`src/rtl/tewsh_pkg.sv`:
```
package tewsh_pkg;

	// ************************************************************
	// Register map
	// ************************************************************
	localparam logic [7:0] OFS_RESIDUAL_424K = 8'h38;
	localparam logic [7:0] OFS_TYPE_424K = 8'h39;
	localparam logic [7:0] OFS_STYLE_424K = 8'h3a;
	localparam logic [7:0] OFS_LENGTH_424K = 8'h3b;
	localparam logic [7:0] OFS_RESIDUAL_TYPEV = 8'h4c;
	localparam logic [7:0] OFS_TYPE_TYPEV = 8'h4d;
	localparam logic [7:0] OFS_STYLE_TYPEV = 8'h4e;
	localparam logic [7:0] OFS_LENGTH_TYPEV = 8'h4f;
	localparam logic [7:0] OFS_STATUS = 8'h60;
	localparam logic [7:0] OFS_AMPLITUDE = 8'h61;

	// ************************************************************
	// Reset values and masks
	// ************************************************************
	localparam logic [7:0] RST_RESIDUAL = 8'h00;
	localparam logic [7:0] RST_TYPE = 8'h00;
	localparam logic [7:0] RST_STYLE = 8'h00;
	localparam logic [7:0] RST_LENGTH = 8'h00;
	localparam logic [7:0] MASK_STYLE = 8'h77;
	localparam logic [7:0] MASK_LENGTH = 8'h9f;
	localparam logic [7:0] FULL_CARRIER = 8'hff;
	localparam logic [7:0] ZERO_CARRIER = 8'h00;

	// ************************************************************
	// Field positions
	// ************************************************************
	localparam int FALL_TYPE_LSB = 4;
	localparam int RISE_TYPE_LSB = 0;
	localparam int FALL_STYLE_LSB = 4;
	localparam int RISE_STYLE_LSB = 0;
	localparam int STRETCH_BIT = 7;
	localparam int STATUS_BUSY_BIT = 7;

	// ************************************************************
	// Edge type codes and shaping constants
	// ************************************************************
	localparam logic [3:0] TYPE_FW_ONE = 4'h1;
	localparam logic [3:0] TYPE_FW_TWO = 4'h2;
	localparam logic [3:0] TYPE_FW_THREE = 4'h3;
	localparam logic [3:0] TYPE_LUT_PLAIN = 4'h4;
	localparam logic [3:0] TYPE_LUT_CORR = 4'h5;
	localparam logic [3:0] TYPE_LUT_NOCORR = 4'h6;
	localparam logic [7:0] KNEE_INPUT = 8'h80;
	localparam logic [7:0] KNEE_BASE = 8'h80;

	typedef enum logic [1:0]
	{
		ADAPT_NONE = 2'b00,
		ADAPT_CORR = 2'b01,
		ADAPT_NOCORR = 2'b10
	} tewsh_adapt_t;

	typedef enum logic [0:0]
	{
		ST_IDLE = 1'b0,
		ST_EDGE = 1'b1
	} tewsh_state_t;

endpackage

```
`src/rtl/tewsh_shape_if.sv`:
```
`timescale 1ns/1ns
`default_nettype none

interface tewsh_shape_if;
	logic [7:0] progress;
	logic [1:0] tableSel;
	tewsh_pkg::tewsh_adapt_t adaptMode;
	logic [7:0] supplyLevel;
	logic [7:0] shaped;

	modport requester
	(
		output progress,
		output tableSel,
		output adaptMode,
		output supplyLevel,
		input shaped
	);

	modport lookup
	(
		input progress,
		input tableSel,
		input adaptMode,
		input supplyLevel,
		output shaped
	);
endinterface

`default_nettype wire

```
`src/rtl/tewsh_edge_shaper.sv`:
```
// Behaviour
// - Type V falling target is residual level
// - Types 1..3 give 1..3 linear segments
// - Types 4..6 use table, adaptation per code
// - Low nibble selects rising edge type
// - Falling style: time constant or table number
// - Rising style: time constant or table number
// - Stretch bit doubles each state's carrier cycles
// - Length field counts states for both edges
//
// Design decision made here: the address-and-strobe port.
`timescale 1ns/1ns
`default_nettype none

module tewsh_edge_shaper (
	// Clock and reset
	input wire logic clock,
	input wire logic arst_n,
	// Register port
	input wire logic [7:0] regAddr,
	input wire logic [7:0] regWrData,
	input wire logic regWrEn,
	input wire logic regRdEn,
	output logic [7:0] regRdData,
	// Transmitter control
	input wire logic modeTypeV,
	input wire logic frameActive,
	input wire logic txModulate,
	input wire logic carrierTick,
	input wire logic [7:0] amplifierSupply,
	// Amplitude control
	output logic [7:0] amplitude,
	output logic edgeActive
);
	// ************************************************************
	// Helpers
	// ************************************************************
	function automatic logic isFwType(input logic [3:0] code);
		return (code >= tewsh_pkg::TYPE_FW_ONE) && (code <= tewsh_pkg::TYPE_FW_THREE);
	endfunction

	function automatic logic isLutType(input logic [3:0] code);
		return (code >= tewsh_pkg::TYPE_LUT_PLAIN) && (code <= tewsh_pkg::TYPE_LUT_NOCORR);
	endfunction

	// Two linear segments meeting at the knee
	function automatic logic [7:0] kneeMap(input logic [7:0] p, input logic [7:0] y1);
		logic [15:0] t;
		if (p < tewsh_pkg::KNEE_INPUT)
		begin
			t = 16'(p) * 16'(y1);
			return t[14:7];
		end
		t = 16'(p - tewsh_pkg::KNEE_INPUT) * 16'(8'hff - y1);
		return y1 + t[14:7];
	endfunction

	function automatic logic [7:0] stepProgress(input logic [4:0] idx, input logic [4:0] len);
		logic [12:0] num;
		logic [12:0] quo;
		num = (13'(idx) + 13'h001) * 13'h0ff;
		quo = (len == 5'h00) ? 13'h0ff : num / 13'(len);
		return quo[7:0];
	endfunction

	function automatic logic [7:0] lerpAmp(input logic [7:0] from, input logic [7:0] to,
		input logic [7:0] p);
		logic signed [9:0] diff;
		logic signed [18:0] prod;
		logic signed [18:0] sum;
		diff = $signed({2'b00, to}) - $signed({2'b00, from});
		prod = 19'(diff) * $signed({11'h000, p});
		sum = $signed({11'h000, from}) + prod / 19'sh000ff;
		return sum[7:0];
	endfunction

	// ************************************************************
	// Registers
	// ************************************************************
	logic [7:0] residual424k_reg;
	logic [7:0] type424k_reg;
	logic [7:0] style424k_reg;
	logic [7:0] length424k_reg;
	logic [7:0] residualV_reg;
	logic [7:0] typeV_reg;
	logic [7:0] styleV_reg;
	logic [7:0] lengthV_reg;

	// Reserved bits are dropped on write so they read back as zero
	always_ff @(posedge clock or negedge arst_n)
	begin
		if (!arst_n)
		begin
			residual424k_reg <= tewsh_pkg::RST_RESIDUAL;
			type424k_reg <= tewsh_pkg::RST_TYPE;
			style424k_reg <= tewsh_pkg::RST_STYLE;
			length424k_reg <= tewsh_pkg::RST_LENGTH;
			residualV_reg <= tewsh_pkg::RST_RESIDUAL;
			typeV_reg <= tewsh_pkg::RST_TYPE;
			styleV_reg <= tewsh_pkg::RST_STYLE;
			lengthV_reg <= tewsh_pkg::RST_LENGTH;
		end
		else if (regWrEn)
		begin
			case (regAddr)
				tewsh_pkg::OFS_RESIDUAL_424K: residual424k_reg <= regWrData;
				tewsh_pkg::OFS_TYPE_424K: type424k_reg <= regWrData;
				tewsh_pkg::OFS_STYLE_424K: style424k_reg <= regWrData & tewsh_pkg::MASK_STYLE;
				tewsh_pkg::OFS_LENGTH_424K: length424k_reg <= regWrData & tewsh_pkg::MASK_LENGTH;
				tewsh_pkg::OFS_RESIDUAL_TYPEV: residualV_reg <= regWrData;
				tewsh_pkg::OFS_TYPE_TYPEV: typeV_reg <= regWrData;
				tewsh_pkg::OFS_STYLE_TYPEV: styleV_reg <= regWrData & tewsh_pkg::MASK_STYLE;
				tewsh_pkg::OFS_LENGTH_TYPEV: lengthV_reg <= regWrData & tewsh_pkg::MASK_LENGTH;
				default: ;
			endcase
		end
	end

	// ************************************************************
	// Parameter set of the running frame
	// ************************************************************
	logic frameActiveDly_reg;
	logic activeTypeV_reg;

	always_ff @(posedge clock or negedge arst_n)
	begin
		if (!arst_n)
		begin
			frameActiveDly_reg <= 1'b0;
			activeTypeV_reg <= 1'b0;
		end
		else
		begin
			frameActiveDly_reg <= frameActive;
			if (frameActive && !frameActiveDly_reg)
				activeTypeV_reg <= modeTypeV;
		end
	end

	logic [7:0] cfgType;
	logic [7:0] cfgStyle;
	logic [7:0] cfgLength;
	logic [7:0] cfgResidual;

	assign cfgType = activeTypeV_reg ? typeV_reg : type424k_reg;
	assign cfgStyle = activeTypeV_reg ? styleV_reg : style424k_reg;
	assign cfgLength = activeTypeV_reg ? lengthV_reg : length424k_reg;
	assign cfgResidual = activeTypeV_reg ? residualV_reg : residual424k_reg;

	// ************************************************************
	// Edge controller
	// ************************************************************
	tewsh_pkg::tewsh_state_t state_reg;
	logic [7:0] amplitude_reg;
	logic edgeActive_reg;
	logic modLevel_reg;
	logic falling_reg;
	logic [7:0] startAmp_reg;
	logic [7:0] targetAmp_reg;
	logic [3:0] edgeType_reg;
	logic [2:0] edgeStyle_reg;
	logic [4:0] edgeLen_reg;
	logic stretch_reg;
	logic [4:0] stepIdx_reg;
	logic dwell_reg;

	logic edgeReq;
	logic [3:0] startType;
	logic [2:0] startStyle;
	logic [7:0] startTarget;
	logic startShaped;
	logic stepTick;
	logic lastStep;
	logic [7:0] progress;
	logic [7:0] kneeLevel;
	logic [7:0] fwShaped;
	logic [7:0] shapedProg;

	assign edgeReq = (state_reg == tewsh_pkg::ST_IDLE) && (txModulate != modLevel_reg);
	assign startType = txModulate ? cfgType[tewsh_pkg::FALL_TYPE_LSB +: 4]
		: cfgType[tewsh_pkg::RISE_TYPE_LSB +: 4];
	assign startStyle = txModulate ? cfgStyle[tewsh_pkg::FALL_STYLE_LSB +: 3]
		: cfgStyle[tewsh_pkg::RISE_STYLE_LSB +: 3];
	assign startTarget = txModulate ? cfgResidual : tewsh_pkg::FULL_CARRIER;
	// Reserved codes and a zero length both give an unshaped step
	assign startShaped = (isFwType(startType) || isLutType(startType))
		&& (cfgLength[4:0] != 5'h00);

	// A state lasts one or two carrier cycles
	assign stepTick = (state_reg == tewsh_pkg::ST_EDGE) && carrierTick
		&& (dwell_reg == stretch_reg);
	assign lastStep = stepTick && ((stepIdx_reg + 5'h01) == edgeLen_reg);

	assign progress = stepProgress(stepIdx_reg, edgeLen_reg);
	// Style acts as time constant: a larger value bends the curve harder
	assign kneeLevel = tewsh_pkg::KNEE_BASE + {1'b0, edgeStyle_reg, 4'h0};

	always_comb
	begin
		case (edgeType_reg)
			tewsh_pkg::TYPE_FW_TWO: fwShaped = kneeMap(progress, kneeLevel);
			tewsh_pkg::TYPE_FW_THREE: fwShaped = kneeMap(kneeMap(progress, kneeLevel), kneeLevel);
			default: fwShaped = progress;
		endcase
	end

	tewsh_shape_if shapeBus();

	assign shapeBus.progress = progress;
	assign shapeBus.tableSel = edgeStyle_reg[1:0];
	assign shapeBus.supplyLevel = amplifierSupply;

	always_comb
	begin
		case (edgeType_reg)
			tewsh_pkg::TYPE_LUT_CORR: shapeBus.adaptMode = tewsh_pkg::ADAPT_CORR;
			tewsh_pkg::TYPE_LUT_NOCORR: shapeBus.adaptMode = tewsh_pkg::ADAPT_NOCORR;
			default: shapeBus.adaptMode = tewsh_pkg::ADAPT_NONE;
		endcase
	end

	tewsh_lut_shaper lutShaper (
		.shapeBus(shapeBus.lookup)
	);

	assign shapedProg = isLutType(edgeType_reg) ? shapeBus.shaped : fwShaped;

	// Settings are captured at edge start so a write mid-edge cannot tear the pattern
	always_ff @(posedge clock or negedge arst_n)
	begin
		if (!arst_n)
		begin
			state_reg <= tewsh_pkg::ST_IDLE;
			amplitude_reg <= tewsh_pkg::FULL_CARRIER;
			edgeActive_reg <= 1'b0;
			modLevel_reg <= 1'b0;
			falling_reg <= 1'b0;
			startAmp_reg <= tewsh_pkg::FULL_CARRIER;
			targetAmp_reg <= tewsh_pkg::FULL_CARRIER;
			edgeType_reg <= 4'h0;
			edgeStyle_reg <= 3'h0;
			edgeLen_reg <= 5'h00;
			stretch_reg <= 1'b0;
			stepIdx_reg <= 5'h00;
			dwell_reg <= 1'b0;
		end
		else
		begin
			case (state_reg)
				tewsh_pkg::ST_IDLE:
				begin
					if (edgeReq)
					begin
						modLevel_reg <= txModulate;
						falling_reg <= txModulate;
						startAmp_reg <= amplitude_reg;
						targetAmp_reg <= startTarget;
						edgeType_reg <= startType;
						edgeStyle_reg <= startStyle;
						edgeLen_reg <= cfgLength[4:0];
						stretch_reg <= cfgLength[tewsh_pkg::STRETCH_BIT];
						stepIdx_reg <= 5'h00;
						dwell_reg <= 1'b0;
						if (startShaped)
						begin
							state_reg <= tewsh_pkg::ST_EDGE;
							edgeActive_reg <= 1'b1;
						end
						else
							amplitude_reg <= startTarget;
					end
				end
				tewsh_pkg::ST_EDGE:
				begin
					if (stepTick)
					begin
						dwell_reg <= 1'b0;
						stepIdx_reg <= stepIdx_reg + 5'h01;
						if (lastStep)
						begin
							amplitude_reg <= targetAmp_reg;
							state_reg <= tewsh_pkg::ST_IDLE;
							edgeActive_reg <= 1'b0;
						end
						else
							amplitude_reg <= lerpAmp(startAmp_reg, targetAmp_reg, shapedProg);
					end
					else if (carrierTick)
						dwell_reg <= 1'b1;
				end
				default:
					state_reg <= tewsh_pkg::ST_IDLE;
			endcase
		end
	end

	assign amplitude = amplitude_reg;
	assign edgeActive = edgeActive_reg;

	// ************************************************************
	// Register read
	// ************************************************************
	logic [7:0] regRdData_reg;

	always_ff @(posedge clock or negedge arst_n)
	begin
		if (!arst_n)
			regRdData_reg <= 8'h00;
		else if (!regRdEn)
			regRdData_reg <= 8'h00;
		else
		begin
			case (regAddr)
				tewsh_pkg::OFS_RESIDUAL_424K: regRdData_reg <= residual424k_reg;
				tewsh_pkg::OFS_TYPE_424K: regRdData_reg <= type424k_reg;
				tewsh_pkg::OFS_STYLE_424K: regRdData_reg <= style424k_reg;
				tewsh_pkg::OFS_LENGTH_424K: regRdData_reg <= length424k_reg;
				tewsh_pkg::OFS_RESIDUAL_TYPEV: regRdData_reg <= residualV_reg;
				tewsh_pkg::OFS_TYPE_TYPEV: regRdData_reg <= typeV_reg;
				tewsh_pkg::OFS_STYLE_TYPEV: regRdData_reg <= styleV_reg;
				tewsh_pkg::OFS_LENGTH_TYPEV: regRdData_reg <= lengthV_reg;
				tewsh_pkg::OFS_STATUS:
					regRdData_reg <= {edgeActive_reg, activeTypeV_reg, falling_reg, stepIdx_reg};
				tewsh_pkg::OFS_AMPLITUDE: regRdData_reg <= amplitude_reg;
				default: regRdData_reg <= 8'h00;
			endcase
		end
	end

	assign regRdData = regRdData_reg;

	// ************************************************************
	// Assertions
	// ************************************************************
	a_typev_residual: assert property (@(posedge clock) disable iff (!arst_n)
		edgeReq && txModulate && activeTypeV_reg |=> targetAmp_reg == $past(residualV_reg))
		else $error("Type V falling target is not the residual level");

	a_edge_lands: assert property (@(posedge clock) disable iff (!arst_n)
		lastStep |=> amplitude_reg == targetAmp_reg && !edgeActive_reg)
		else $error("Edge did not end on its target amplitude");

	a_fw_linear: assert property (@(posedge clock) disable iff (!arst_n)
		state_reg == tewsh_pkg::ST_EDGE && edgeType_reg == tewsh_pkg::TYPE_FW_ONE
		|-> shapedProg == progress)
		else $error("Single linear step is not linear");

	a_lut_adapt: assert property (@(posedge clock) disable iff (!arst_n)
		state_reg == tewsh_pkg::ST_EDGE && edgeType_reg == tewsh_pkg::TYPE_LUT_NOCORR
		|-> shapeBus.adaptMode == tewsh_pkg::ADAPT_NOCORR && shapedProg == shapeBus.shaped)
		else $error("Table shaping without correction misrouted");

	a_rise_nibble: assert property (@(posedge clock) disable iff (!arst_n)
		edgeReq && !txModulate |=> edgeType_reg == $past(cfgType[3:0]) && !falling_reg)
		else $error("Rising edge did not take the low type nibble");

	a_fall_style: assert property (@(posedge clock) disable iff (!arst_n)
		edgeReq && txModulate |=> edgeStyle_reg == $past(cfgStyle[6:4])
		&& edgeType_reg == $past(cfgType[7:4]))
		else $error("Falling edge style or type not taken");

	a_rise_style: assert property (@(posedge clock) disable iff (!arst_n)
		edgeReq && !txModulate |=> edgeStyle_reg == $past(cfgStyle[2:0]))
		else $error("Rising edge style not taken");

	a_stretch_dwell: assert property (@(posedge clock) disable iff (!arst_n)
		state_reg == tewsh_pkg::ST_EDGE && stretch_reg && carrierTick && !dwell_reg
		|=> stepIdx_reg == $past(stepIdx_reg) && dwell_reg)
		else $error("Stretched state advanced after one carrier cycle");

	a_step_count: assert property (@(posedge clock) disable iff (!arst_n)
		lastStep |-> stepIdx_reg == edgeLen_reg - 5'h01)
		else $error("Edge ended after the wrong number of states");

	a_reserved_flat: assert property (@(posedge clock) disable iff (!arst_n)
		edgeReq && !startShaped
		|=> state_reg == tewsh_pkg::ST_IDLE && amplitude_reg == $past(startTarget))
		else $error("Unshaped edge did not step at once");

	a_mode_latch: assert property (@(posedge clock) disable iff (!arst_n)
		frameActive && !frameActiveDly_reg |=> activeTypeV_reg == $past(modeTypeV))
		else $error("Frame start did not capture the mode");
endmodule // tewsh_edge_shaper

`default_nettype wire

```
`src/rtl/tewsh_lut_shaper.sv`:
```
`timescale 1ns/1ns
`default_nettype none

module tewsh_lut_shaper (
	// Shaping request
	tewsh_shape_if.lookup shapeBus
);
	// ************************************************************
	// Tables, sixteen points each, entry i at bits [8*i+7:8*i]
	// ************************************************************
	localparam logic [127:0] TABLE_LINEAR = 128'hffeeddccbbaa99887766554433221100;
	localparam logic [127:0] TABLE_SLOW = 128'hfff6ece0d2c8a28062483220120802_00;
	localparam logic [127:0] TABLE_FAST = 128'hfffefcf8f2eae0d2c2ae967a5a361c00;
	localparam logic [127:0] TABLE_SCURVE = 128'hfffdf8efe0ccb2946b4d331f10070200;

	logic [127:0] tableRow;
	logic [7:0] rawLevel;
	logic [15:0] boost;

	always_comb
	begin
		case (shapeBus.tableSel)
			2'h0: tableRow = TABLE_LINEAR;
			2'h1: tableRow = TABLE_SLOW;
			2'h2: tableRow = TABLE_FAST;
			default: tableRow = TABLE_SCURVE;
		endcase
	end

	// Last point is used before the final state only in edges of 17 or more states; the edge controller lands on the target itself
	assign rawLevel = tableRow[{shapeBus.progress[7:4], 3'h0} +: 8];

	// Low supply steepens the edge so the envelope still settles inside the pattern
	assign boost = (16'h00ff - 16'(rawLevel)) * (16'h00ff - 16'(shapeBus.supplyLevel));

	always_comb
	begin
		case (shapeBus.adaptMode)
			tewsh_pkg::ADAPT_NOCORR: shapeBus.shaped = rawLevel + boost[15:8];
			tewsh_pkg::ADAPT_CORR: shapeBus.shaped = rawLevel + 8'(boost[15:9]);
			default: shapeBus.shaped = rawLevel;
		endcase
	end
endmodule // tewsh_lut_shaper

`default_nettype wire

```
`config.mk`:
```
export PLATFORM = sky130hd
export DESIGN_NAME = tewsh_edge_shaper
export DESIGN_NICKNAME = d
export VERILOG_FILES = /design/src/rtl/tewsh_pkg.sv /design/src/rtl/tewsh_shape_if.sv /design/src/rtl/tewsh_edge_shaper.sv /design/src/rtl/tewsh_lut_shaper.sv
export SDC_FILE = /design/constraint.sdc
export NUM_CORES = 1
export LEC_CHECK = 0
export BUFFER_PORTS_ARGS = -buffer_cell sky130_fd_sc_hd__buf_4
export CORE_MARGIN = 2
export CORE_UTILIZATION = 31
export DETAILED_ROUTE_END_ITERATION = 16
export SETUP_SLACK_MARGIN = 0.15
export SLEW_MARGIN = 10
export SYNTH_ARGS = -nofsm -noshare
export SYNTH_HDL_FRONTEND = slang
export SYNTH_SLANG_ARGS = --single-unit
export TNS_END_PERCENT = 5
```
`constraint.sdc`:
```
create_clock -name clock -period 51.3 [get_ports clock]
set_input_delay 7.695 -clock clock [delete_from_list [all_inputs] [get_ports clock]]
set_output_delay 7.695 -clock clock [all_outputs]
set_load 0.02 [all_outputs]
```
==> summary.md <==
| Metric | Value |
|---|---|
| Outcome | `finished clean` |
| Vias in the first global route | `21600` |
| Crit path time final | `between 40 and 50 ns` |
| Clock transition at path regs | `roughly 0.08 ns` |
| Worst path bufs/invs | `12` |
| Dpl ws | `-0.156 ns` |
| TritonCTS buffer count | `9` |
| Fin. Hold Viols | `0` |
| Post-synth ARST share | `1.00` |
| Worst Path Max Fanout | `20` |
| Clock Tree Buf Depth | `2` |
| First-pass GRT wire length | `roughly 110000 µm` |
| Final wirelength | `approximately 68000 µm` |
| Syn Std Cell Area | `approximately 0.025 mm²` |
| Worst Hold Depth | `2` |
| Max Freq | `about 21 MHz` |
| Req. time, crit path | `roughly 52 ns` |
| Placed instance area | `0.0271 mm²` |
| DRC | `0` |
| Capture point of the worst path | `amplitude[6]$_DFFE_PN1P_` |
| Cell variety after synth | `~110` |
| Reg2reg start | `stepIdx_reg[0]$_DFFE_PN0P_` |
| Final #Nets | `roughly 3700` |
| Initial antenna violation count | `0` |
| Root buf cell | `clkbuf_16` |
| Worst r2r dst | `amplitude[6]$_DFFE_PN1P_` |
| Via count | `22300` |
| CTS tree | `yes` |
| Max_cap viols | `0` |
| Initial core utilization | `0.313` |
| Sequential cell area | `about 0.0028 mm²` |
| H-tree levels | `3` |
| Die Span Y | `a little under 300 µm` |
| Die width | `approximately 290 µm` |
| Post-Syn Area per Cell | `a little over 8 µm²` |
| R2r setup slk | `~3 ns` |
| Routed WL per cell | `roughly 16 µm` |
| I/O pins | `just under 50` |
| Setup crit start | `stepIdx_reg[0]$_DFFE_PN0P_` |
| Synth Instances | `between 3000 and 4000` |
| Register area share after synthesis | `0.112` |
| Cell Rows | `104` |
| Share of cells above drive strength 1 | `0.152` |
| Initial DRC Count | `between 1000 and 1500` |
| Via density | `approximately 5.3` |
| Slowest cell on crit path | `or4b_2` |
| Least-Margin Pin Slew | `1.06 ns` |
| Setup ws final | `3.07 ns` |
| Placer Congestion | `around 0.86` |
| R2R depth | `between 200 and 250` |
| Most used cell, CP | `ha_1` |
| Die area | `roughly 0.084 mm²` |
| Router iterations before antenna repair | `7` |
| FILL cells | `8349` |
| Yosys reg bits | `around 110` |
| Final period util | `0.940` |
| Slowest stage delay, CP | `0.69 ns` |
| Layout Skew | `~0.01 ns` |
| Slew margin rel. | `0.294` |
| Critical path class | `reg2reg` |
| Min-delay src | `amplitude[2]$_DFFE_PN1P_` |
| Clock sink count | `about 110` |
| Clock Latency Late Sink | `0.37 ns` |
| Synth warn | `0` |
| CTS Hold Buffers Added | `0` |
| Total Routing Usage GR | `0.161` |
| Grt total ovfl | `0` |
| Largest delay contributor family on the critical path | `compound AO/OA/AOI/OAI gates` |
| Post-route ant nets | `0` |
| Final setup TNS | `0 ns` |
| Antenna diodes | `0` |
| Post-route cell area | `0.0284 mm²` |
| # setup viols final | `0` |
| Crit path DAT | `slightly below 50 ns` |
| Crit start category | `flop` |
| HP Class | `reg2reg` |
| Largest net degree at the start of global routing | `66` |
| # port buffers | `48` |
| HPWL after DPL | `~54000 µm` |
| Post-Syn Nets | `3634` |
| Number of flops mapped to enable cells by yosys | `0` |
| Primary FF master, synth | `dfrtp_1` |
| Core footprint | `between 0.08 and 0.09 mm²` |
| Multi-input logic area | `around 0.021 mm²` |
| CP Capture Type | `flop` |
| Final slew viol count | `0` |
| Crit path depth | `approximately 230` |
| Area growth, synth to finish | `12.4%` |
==> worst min-delay path: cells and delay by family (launching register included) <==
family,cells,cell delay [ns]
flops,1,0.41
compound gates,1,0.05
buf+inv,1,0.06
==> cell usage after synthesis, types with 14 or more instances <==
cell      instances  area share
inv_1           444       0.066
a21oi_1         167       0.033
dfstp_2          24       0.025
o21ai_0         120       0.024
and3_1           18      0.0045
clkbuf_1         73       0.011
fa_1            205        0.16
ha_1            308        0.15
nand4_1          18      0.0045
or2_2            25      0.0062
dfrtp_1          88       0.087
nand2b_1         50       0.012
o21bai_1         23      0.0068
nor2_1          263       0.039
a221oi_1         17      0.0059
o21ai_1          14      0.0028
xor2_1           53       0.018
mux2_2           98       0.044
a21o_1           55       0.016
nor2b_1          34      0.0084
o31ai_1          20      0.0060
and2_1           27      0.0067
or3_1            16      0.0040
a211oi_1         22      0.0065
a31oi_1          27      0.0067
xnor2_1         116       0.040
nor3_1           69       0.014
o211ai_1         22      0.0065
nand3_1          55       0.011
nand2_1         275       0.041
o21a_1           44       0.013
mux2i_1          36       0.014
==> worst min-delay path by stage <==
stage / to / slack (ns)
floorplan: targetAmp_reg[3]$_DFFE_PN1P_ / 0.49
global placement: amplitude[2]$_DFFE_PN1P_ / 0.50
detailed placement: amplitude[2]$_DFFE_PN1P_ / 0.51
CTS: amplitude[2]$_DFFE_PN1P_ / 0.52
global route: amplitude[1]$_DFFE_PN1P_ / 0.55
finish: amplitude[2]$_DFFE_PN1P_ / 0.53
==> layout make-up <==
class | instances | share of cell area
Inverter | 448 | 0.0594
Clock inverter | 7 | 0.00274
Sequential cell | 112 | 0.100
Multi-Input combinational cell | 2439 | 0.740
Tap cell | 1060 | 0.0468
Timing Repair Buffer | 163 | 0.0435
Clock buffer | 9 | 0.00794
==> stage by stage <==
stage	util	hold slack, ns	instances
3_3_place_gp	0.336	0.500	4172
3_5_place_dp	0.336	0.505	4172
6_report	0.352	0.528	4238
2_1_floorplan	-	0.489	3089
5_1_grt	0.352	0.548	4238
4_1_cts	0.341	0.519	4190
==> logic make-up after synthesis <==
logic type	Yosys count	synth area share
XOR/XNOR	170	0.0593
AO/OA/AOI/OAI	685	0.187
flip-flops	112	0.112
adder cells (fa/ha/maj)	514	0.316
AND/OR/NAND/NOR	922	0.175
buffers and inverters	538	0.0807
multiplexers	148	0.0695
==> per-layer routing <==
layer,GRT usage,part of all wire,vias up
met2,0.271,0.47,560
met4,0.0238,0.012,0
li1,-,-,10800
met3,0.00827,0.039,75
met1,0.231,0.48,10800
met5,0,0,-
==> timing repair <==
item                                    CTS  global route
resized for setup                         9           131
buffers inserted                          2            48
endpoints found under the setup margin    5             8
pin swaps                                 1            45
==> cell usage in the layout (no fill, tap or decap), drive strengths merged, types with 24 or more instances in the layout <==
master,synthesis,routed
dfstp,24,24
nand3,55,55
a21oi,170,170
mux2i,38,38
or2,31,31
nor3,69,69
dfrtp,88,88
nand2b,50,50
buf,17,163
xor2,53,53
and2,27,27
o21ai,135,135
a31oi,28,28
o21a,44,44
nor2,263,263
fa,205,205
inv,445,447
nor2b,34,34
ha,308,308
nand2,275,275
xnor2,117,117
mux2,99,99
a21o,55,55
Power is not shown: default switching activity piles up to over one toggle a cycle in this logic, so the estimate is an artifact.
